**config.mk**
```make
export PLATFORM = sky130hd
export DESIGN_NAME = lsgc_top
export DESIGN_NICKNAME = d
export VERILOG_FILES = /design/src/lsgc_top.v /design/src/lsgc_sync2.v /design/src/lsgc_chan.v
export VERILOG_INCLUDE_DIRS = /design/src
export SDC_FILE = /design/constraint.sdc
export NUM_CORES = 1
export LEC_CHECK = 0
export BUFFER_PORTS_ARGS = -buffer_cell sky130_fd_sc_hd__buf_2
export CORE_MARGIN = 8
export CORE_UTILIZATION = 30
export DETAILED_ROUTE_END_ITERATION = 10
export PLACE_DENSITY = 0.52
export SETUP_SLACK_MARGIN = 0.4
export SYNTH_ARGS = -nofsm -noshare
export SYNTH_HDL_FRONTEND = slang
export SYNTH_HIERARCHICAL = 1
export SYNTH_SLANG_ARGS = --single-unit
```
**constraint.sdc**
```tcl
create_clock -name mclk -period 2 [get_ports mclk]
set_clock_uncertainty 0.2 [all_clocks]
set_input_delay 0.1 -clock mclk [delete_from_list [all_inputs] [get_ports mclk]]
set_output_delay 0.1 -clock mclk [all_outputs]
set_load 0.005 [all_outputs]
```
**src/lsgc_defs.vh**
```
// Constants for the six-channel low-side gate command logic
//
// Functional notes
// - Six independent channels, own request and command.
// - Power-on reset holds every gate output off.
// - Channel request is one term of command.
// - Dropped driver permit forces affected gates off.
// - Channels 3 and 6 may bypass permit.
// - Bypass bit set: channels 3, 6 ignore permit.
// - Either supply undervoltage forces every gate off.
// - Missing system clock forces every gate off.
// - Clock-loss shutdown can be disabled by configuration.
// - Command high only when all permissions and request.
// - Command high drives gate output high.
// - Command low drives gate output low.
// - Any reset forces gates low without clock.
`ifndef LSGC_DEFS_VH
`define LSGC_DEFS_VH

// Register indices; byte address is four times the index
`define LSGC_IDX_DRV_SETUP     10'h1c5
`define LSGC_IDX_STATUS        10'h1c6
`define LSGC_IDX_EVENT         10'h1c7

// Field positions in driver_setup
`define LSGC_BIT_PERMIT_BYPASS 0
`define LSGC_BIT_CLK_CHECK_EN  1

// Field positions in the status register
`define LSGC_STS_GATE_LSB      0
`define LSGC_STS_INPUT_LSB     8
`define LSGC_STS_REQ_LSB       16

// Event bit positions, also order of the synchronised inputs
`define LSGC_EV_PERMIT_LOST    0
`define LSGC_EV_GATE_UV        1
`define LSGC_EV_LOGIC_UV       2
`define LSGC_EV_CLOCK_LOST     3

// Reset values
`define LSGC_RST_DRV_SETUP     16'h0002
`define LSGC_RST_EVENT         4'h0
`define LSGC_RST_SYNC          4'h6

// Channels able to bypass the permit input (channels 3 and 6)
`define LSGC_BYPASS_MASK       6'h24

`endif

```
**src/lsgc_top.v**
```verilog
// Six-channel low-side gate command logic with Avalon-MM register slave
`timescale 1ns/1ns
`include "lsgc_defs.vh"
module lsgc_top #(
    parameter NUM_CH = 6
) (
    // Clock, reset and enable
    input  wire              mclk,
    input  wire              rst_n,
    input  wire              clk_en,
    // Avalon-MM slave
    input  wire [11:0]       avs_address,
    input  wire              avs_read,
    input  wire              avs_write,
    input  wire [31:0]       avs_writedata,
    input  wire [3:0]        avs_byteenable,
    output reg  [31:0]       avs_readdata,
    output reg               avs_waitrequest,
    // Permission inputs from pins and monitors
    input  wire              permit_pin,
    input  wire              gate_supply_low,
    input  wire              logic_supply_low,
    input  wire              clock_present,
    // Requests from channel sequencing logic
    input  wire [NUM_CH-1:0] chan_request,
    // Gate outputs
    output reg  [NUM_CH-1:0] gate_q
);

    // Channels that carry the permit bypass
    localparam [5:0] BYPASS_MASK = `LSGC_BYPASS_MASK;

    // Register state
    reg  [15:0]       drv_setup_q;     // driver_setup contents
    reg  [15:0]       drv_setup_d;     // Next value of driver_setup
    reg  [3:0]        event_q;         // Sticky shutdown causes
    reg  [3:0]        event_d;         // Next value of the sticky causes

    // Bus decode
    wire              bus_req;         // Read or write is pending
    wire              bus_commit;      // Edge at which the master sees the answer
    wire              hit_setup;       // driver_setup addressed
    wire              hit_status;      // Status register addressed
    wire              hit_event;       // Event register addressed
    reg  [31:0]       rd_value;        // Read data mux

    // Synchronised permissions
    wire [3:0]        raw_inputs;      // Pin levels before sync
    wire [3:0]        sync_inputs;     // Pin levels after sync
    wire              permit_ok;       // Driver permit present
    wire              gate_uv;         // Gate supply undervoltage
    wire              logic_uv;        // Logic supply undervoltage
    wire              clock_ok;        // System clock present
    wire [3:0]        event_set;       // Shutdown causes seen this cycle

    // Commands
    wire [NUM_CH-1:0] gate_cmd;        // Combinational gate commands

    // Byte-lane merge of a 16-bit register with bus write data
    function [15:0] lane_merge;
        input [15:0] old_val;
        input [31:0] wdata;
        input [3:0]  be;
        begin
            lane_merge[7:0]  = be[0] ? wdata[7:0]  : old_val[7:0];
            lane_merge[15:8] = be[1] ? wdata[15:8] : old_val[15:8];
        end
    endfunction

    // Word-aligned match of a byte address with a register index
    function reg_hit;
        input [11:0] addr;
        input [9:0]  idx;
        begin
            reg_hit = (addr[1:0] == 2'h0) && (addr[11:2] == idx);
        end
    endfunction

    // Gather the asynchronous levels in event-bit order
    assign raw_inputs[`LSGC_EV_PERMIT_LOST] = permit_pin;
    assign raw_inputs[`LSGC_EV_GATE_UV]     = gate_supply_low;
    assign raw_inputs[`LSGC_EV_LOGIC_UV]    = logic_supply_low;
    assign raw_inputs[`LSGC_EV_CLOCK_LOST]  = clock_present;

    // Two flip-flops on every pin level; reset value is the safe one
    lsgc_sync2 #(
        .WIDTH   (4),
        .RST_VAL (`LSGC_RST_SYNC)
    ) u_sync (
        .mclk     (mclk),
        .rst_n    (rst_n),
        .clk_en   (clk_en),
        .async_in (raw_inputs),
        .sync_out (sync_inputs)
    );

    assign permit_ok = sync_inputs[`LSGC_EV_PERMIT_LOST];
    assign gate_uv   = sync_inputs[`LSGC_EV_GATE_UV];
    assign logic_uv  = sync_inputs[`LSGC_EV_LOGIC_UV];
    assign clock_ok  = sync_inputs[`LSGC_EV_CLOCK_LOST];

    // One command term per channel, each independent of the others
    genvar ch;
    generate
        for (ch = 0; ch < NUM_CH; ch = ch + 1)
        begin : g_chan
            lsgc_chan #(
                .BYPASS_ABLE (BYPASS_MASK[ch])
            ) u_chan (
                .chan_request      (chan_request[ch]),
                .permit_ok         (permit_ok),
                .gate_supply_low   (gate_uv),
                .logic_supply_low  (logic_uv),
                .clock_ok          (clock_ok),
                .permit_bypass_bit (drv_setup_q[`LSGC_BIT_PERMIT_BYPASS]),
                .clk_check_en      (drv_setup_q[`LSGC_BIT_CLK_CHECK_EN]),
                .gate_cmd          (gate_cmd[ch])
            );
        end
    endgenerate

    // Gate output stage: reset clears it at once, otherwise follows the command on edges with clk_en high
    always @(posedge mclk or negedge rst_n)
    begin
        if (!rst_n)
        begin
            gate_q <= {NUM_CH{1'b0}};
        end
        else if (clk_en)
        begin
            // High drives the gate toward supply, low toward power_ground
            gate_q <= gate_cmd;
        end
    end

    // Bus request and the edge at which it completes
    assign bus_req    = avs_read | avs_write;
    assign bus_commit = bus_req & ~avs_waitrequest;

    // Address decode
    assign hit_setup  = reg_hit(avs_address, `LSGC_IDX_DRV_SETUP);
    assign hit_status = reg_hit(avs_address, `LSGC_IDX_STATUS);
    assign hit_event  = reg_hit(avs_address, `LSGC_IDX_EVENT);

    // Read mux; unmapped addresses read as zero
    always @*
    begin
        rd_value = 32'h0000_0000;
        if (hit_setup)
        begin
            rd_value[15:0] = drv_setup_q;
        end
        else if (hit_status)
        begin
            // Live gate state, synchronised inputs and requests
            rd_value[`LSGC_STS_GATE_LSB +: NUM_CH]  = gate_q;
            rd_value[`LSGC_STS_INPUT_LSB +: 4]      = sync_inputs;
            rd_value[`LSGC_STS_REQ_LSB +: NUM_CH]   = chan_request;
        end
        else if (hit_event)
        begin
            rd_value[3:0] = event_q;
        end
    end

    // Shutdown causes seen at the synchronised inputs
    assign event_set[`LSGC_EV_PERMIT_LOST] = ~permit_ok;
    assign event_set[`LSGC_EV_GATE_UV]     = gate_uv;
    assign event_set[`LSGC_EV_LOGIC_UV]    = logic_uv;
    assign event_set[`LSGC_EV_CLOCK_LOST]  = ~clock_ok;

    // Next register values: writes land only at the completing edge
    always @*
    begin
        drv_setup_d = drv_setup_q;
        event_d     = event_q;
        if (bus_commit && avs_write && hit_setup)
        begin
            drv_setup_d = lane_merge(drv_setup_q, avs_writedata, avs_byteenable);
        end
        if (bus_commit && avs_write && hit_event && avs_byteenable[0])
        begin
            // Write one to clear
            event_d = event_q & ~avs_writedata[3:0];
        end
        // A cause present in the clearing cycle stays recorded
        event_d = event_d | event_set;
    end

    // Register file storage
    always @(posedge mclk or negedge rst_n)
    begin
        if (!rst_n)
        begin
            drv_setup_q <= `LSGC_RST_DRV_SETUP;
            event_q     <= `LSGC_RST_EVENT;
        end
        else if (clk_en)
        begin
            drv_setup_q <= drv_setup_d;
            event_q     <= event_d;
        end
    end

    // Bus handshake: one wait cycle, then the answer for one cycle
    always @(posedge mclk or negedge rst_n)
    begin
        if (!rst_n)
        begin
            avs_waitrequest <= 1'b1;
            avs_readdata    <= 32'h0000_0000;
        end
        else if (clk_en)
        begin
            if (bus_req && avs_waitrequest)
            begin
                // First cycle of a request: capture read data, drop wait
                avs_waitrequest <= 1'b0;
                if (avs_read)
                begin
                    avs_readdata <= rd_value;
                end
            end
            else
            begin
                // Completed or idle: wait stands high for the next request
                avs_waitrequest <= 1'b1;
            end
        end
    end

endmodule

```
**src/lsgc_sync2.v**
```verilog
// Two-stage synchroniser for a vector of asynchronous levels
`timescale 1ns/1ns
module lsgc_sync2 #(
    parameter           WIDTH   = 4,
    parameter [WIDTH-1:0] RST_VAL = {WIDTH{1'b0}}
) (
    // Clock, reset and enable
    input  wire             mclk,
    input  wire             rst_n,
    input  wire             clk_en,
    // Levels in and out
    input  wire [WIDTH-1:0] async_in,
    output wire [WIDTH-1:0] sync_out
);

    reg [WIDTH-1:0] meta_q;    // First stage, read only by the second
    reg [WIDTH-1:0] stable_q;  // Second stage, safe to use

    // Shift the level through two flip-flops; reset goes to the safe value
    always @(posedge mclk or negedge rst_n)
    begin
        if (!rst_n)
        begin
            meta_q   <= RST_VAL;
            stable_q <= RST_VAL;
        end
        else if (clk_en)
        begin
            meta_q   <= async_in;
            stable_q <= meta_q;
        end
    end

    assign sync_out = stable_q;

endmodule

```
**src/lsgc_chan.v**
```verilog
// Gate command term of one low-side channel
`timescale 1ns/1ns
module lsgc_chan #(
    parameter BYPASS_ABLE = 0
) (
    // Request from channel sequencing logic
    input  wire chan_request,
    // Permissions
    input  wire permit_ok,
    input  wire gate_supply_low,
    input  wire logic_supply_low,
    input  wire clock_ok,
    // Configuration
    input  wire permit_bypass_bit,
    input  wire clk_check_en,
    // Command
    output wire gate_cmd
);

    wire permit_term;  // Permit after optional bypass
    wire clock_term;   // Clock presence after optional disable

    // Only channels built with bypass can ignore a dropped permit
    assign permit_term = permit_ok | ((BYPASS_ABLE != 0) & permit_bypass_bit);

    // Clock loss only counts while the check is enabled
    assign clock_term  = clock_ok | ~clk_check_en;

    // All permissions and the request together, no storage in between
    assign gate_cmd = permit_term & ~gate_supply_low & ~logic_supply_low
                    & clock_term & chan_request;

endmodule

```
==> flow_metrics.tcl <==
set metrics [dict create \
    drive_gt1_share_pct 51.8 \
    tightest_slew_ps 502 \
    async_flop_share_pct 100 \
    start_util_pct 30.4 \
    finalSetupTns_ps 0 \
    ys_seq_area_share_pct 52.0 \
    syn_area_per_cell_sq_um 13.4 \
    grt_antenna_before_repair 0 \
    yosysWarnings 6 \
    wl_microns 7390 \
    final_area_sq_um 3900 \
    fmax_ghz 0.543 \
    synth_flop_cell "dfrtp_1" \
    hold_class "in -> async" \
    period_needed_ps 1840 \
    report.final.slew_viol_count 0 \
    fin_crit_sh_pct 92.0 \
    syn-instance-count 206 \
    postLayoutCoreUtil_pct 43.1 \
    drt_iter0_markers 67 \
    clock_latency_ps 330 \
    dp_cells 397 \
    grt_pass1_vias 2334 \
    grt_max_degree 23 \
    reg2reg_to "drv_setup_q[6]$_DFFE_PN0P_" \
    vias 2098 \
    worstSetupPathType "reg -> reg" \
    grt_usage_pct 12.4 \
    cts_tree "done" \
    crit_arrival_ps 1860 \
    setup_viol 0 \
    r2r-start "avs_waitrequest$_DFFE_PN1P_" \
    synth-edff-count 0 \
    power_mw 2.68 \
    cts_sinks 57 \
    hold_viol 0 \
    cts.root.buffer_cell "clkbuf_8" \
    crit_chain "nand4b_1 > or4_4 > buf_4 > mux2_4" \
    p_leak_nw 1.99 \
    synth-seq-cells 57 \
    r2r_slack_ps 160 \
    coreArea_sq_um 9060 \
    port_buffers 73 \
    yosysTopAreaCellShare_pct 46.3 \
    routedWlPerCell_microns 16.5 \
    cts_buffers 9 \
    regArea_sq_um 1430 \
    start_kind "register" \
    relSlewSlack_pct 66.6 \
    fin_nets 394 \
    cp_max_fo 8 \
    yosysUniqueCellTypes 38 \
    placed_area_sq_um 3290 \
    max_stage_delay_ps 450 \
    drtAntennaViolNets 0 \
    status "complete, no violations" \
    vias_per_cell 4.69 \
    p_per_area_nw_per_um2 687 \
    yosys.area.top_type "dfrtp_1" \
    drcViolationCount 0 \
    fillers 874 \
    dp_hpwl_microns 5300 \
    multi_input_area_sq_um 1220 \
    grt_setup_unrepaired "true" \
    antenna_cells 0 \
    worstSetupEndpointType "register" \
    dieArea_sq_um 12500 \
    synth_area_sq_um 2760 \
    std_cell_rows 35 \
    io_pins 102 \
    die-width_microns 112 \
    htree_levels 3 \
    yosysMostFrequentCell "dfrtp_1" \
    grt_pass1_wl_microns 12200 \
    fp.dieH_microns 112 \
    synth.area.top_cells "dfrtp_1, mux2_4, mux2_2" \
    ys_top_cells_by_count "dfrtp_1, mux2_2, mux2_4" \
    cts.clk_slew.worst_paths_ps 70 \
    ctsLongestPathBuffers 2 \
    overflow 0 \
    cap_violations 0 \
    crit_required_ps 2020 \
    ir_worst_vdd_mv 0.303 \
    reg2reg_depth 4 \
    dr.pass1.iters 6 \
    globalplace.congestion 0.741 \
    critical_path.slowest_cell "or4_4" \
    area_delta_synth_final_pct 41.6 \
    instances_no_fill 447 \
]
[critical path, delay by kind of cell (launching register included)]
kind,cells,cell delay (ps)
buffers and inverters,1,170
flip-flops,1,400
multiplexers,1,290
AND/OR/NAND/NOR,2,670
[cell families (layout without fill, tap and decap cells)]
kind of cell	after synthesis	after routing	synth area share, %
other	1	10	0.136
multiplexers	34	34	16.1
AND/OR/NAND/NOR	40	40	10.3
buffers and inverters	32	153	7.04
flip-flops	57	57	52.0
AO/OA/AOI/OAI	42	42	14.5
[placed cells by master (no fill, tap or decap), types with 2 or more instances in the layout]
master / n
buf_4: 16
a22o_1: 14
dfrtp_1: 51
clkbuf_8: 12
o41ai_2: 4
and2_1: 11
nand4_1: 2
conb_1: 10
a2111oi_2: 4
nand4b_1: 4
dlygate4sd3_1: 31
mux2_2: 18
inv_1: 11
a31o_2: 6
buf_2: 73
and2_0: 2
nand2_1: 7
buf_6: 6
a221o_1: 5
mux2_4: 16
o221a_2: 2
clkbuf_1: 2
nor3b_2: 2
nor4_2: 3
o221ai_1: 2
a22oi_1: 2
dfstp_2: 6
[worst max-delay path by stage]
| stage | startpoint | to | slack (ps) |
|---|---|---|---|
| floorplan | avs_address[1] | drv_setup_q[0]$_DFFE_PN0P_ | 80 |
| global route | avs_waitrequest$_DFFE_PN1P_ | drv_setup_q[6]$_DFFE_PN0P_ | 110 |
| CTS | avs_waitrequest$_DFFE_PN1P_ | drv_setup_q[6]$_DFFE_PN0P_ | 180 |
| global placement | avs_address[1] | drv_setup_q[4]$_DFFE_PN0P_ | -110 |
| finish | avs_waitrequest$_DFFE_PN1P_ | drv_setup_q[6]$_DFFE_PN0P_ | 160 |
| detailed placement | avs_address[1] | drv_setup_q[4]$_DFFE_PN0P_ | -130 |
[power breakdown]
group	internal [mW]	switching, mW	total (mW)
combinational	0.166	0.130	0.296
clock	0.677	0.446	1.12
sequential	1.20	0.0644	1.26
[flip-flops by register name, summed over array words and instances, names as in the netlist]
signal           cells
u_sync/meta_q        4
avs_waitrequest      1
avs_readdata        22
event_q              4
gate_q               6
drv_setup_q         16
u_sync/sync_out      4
[layer usage]
layer / up-vias / GRT usage [%] / wire, microns
li1: 1005 / - / -
met2: 47 / 20.2 / 3730
met5: - / 0 / 0
met4: 0 / 6.11 / 127
met3: 9 / 3.14 / 281
met1: 1037 / 14.9 / 3260
[final cells by class]
class,count,share of cell area (%)
Clock buffer,14,4.42
Clock inverter,2,0.898
Inverter,11,1.06
Timing Repair Buffer,126,22.1
Tap cell,111,3.56
Multi-Input combinational cell,126,31.2
Sequential cell,57,36.7
[per-stage QoR]
stage,setup WS [ps],hold WS [ps]
2_1_floorplan,76.3,-396
6_report,160,70.4
3_5_place_dp,-130,-102
5_1_grt,113,100
3_3_place_gp,-107,-100
4_1_cts,179,5.58
[what timing repair did]
item / 4_1_cts / 5_1_grt
hold endpoints to repair: 68 / 0
buffers inserted: 1 / 2
endpoints found under the setup margin: 38 / 43
gates resized for setup: 8 / 6
hold buffers: 31 / 0
pin swaps: 1 / 5
(Power assumes the default switching activity.)
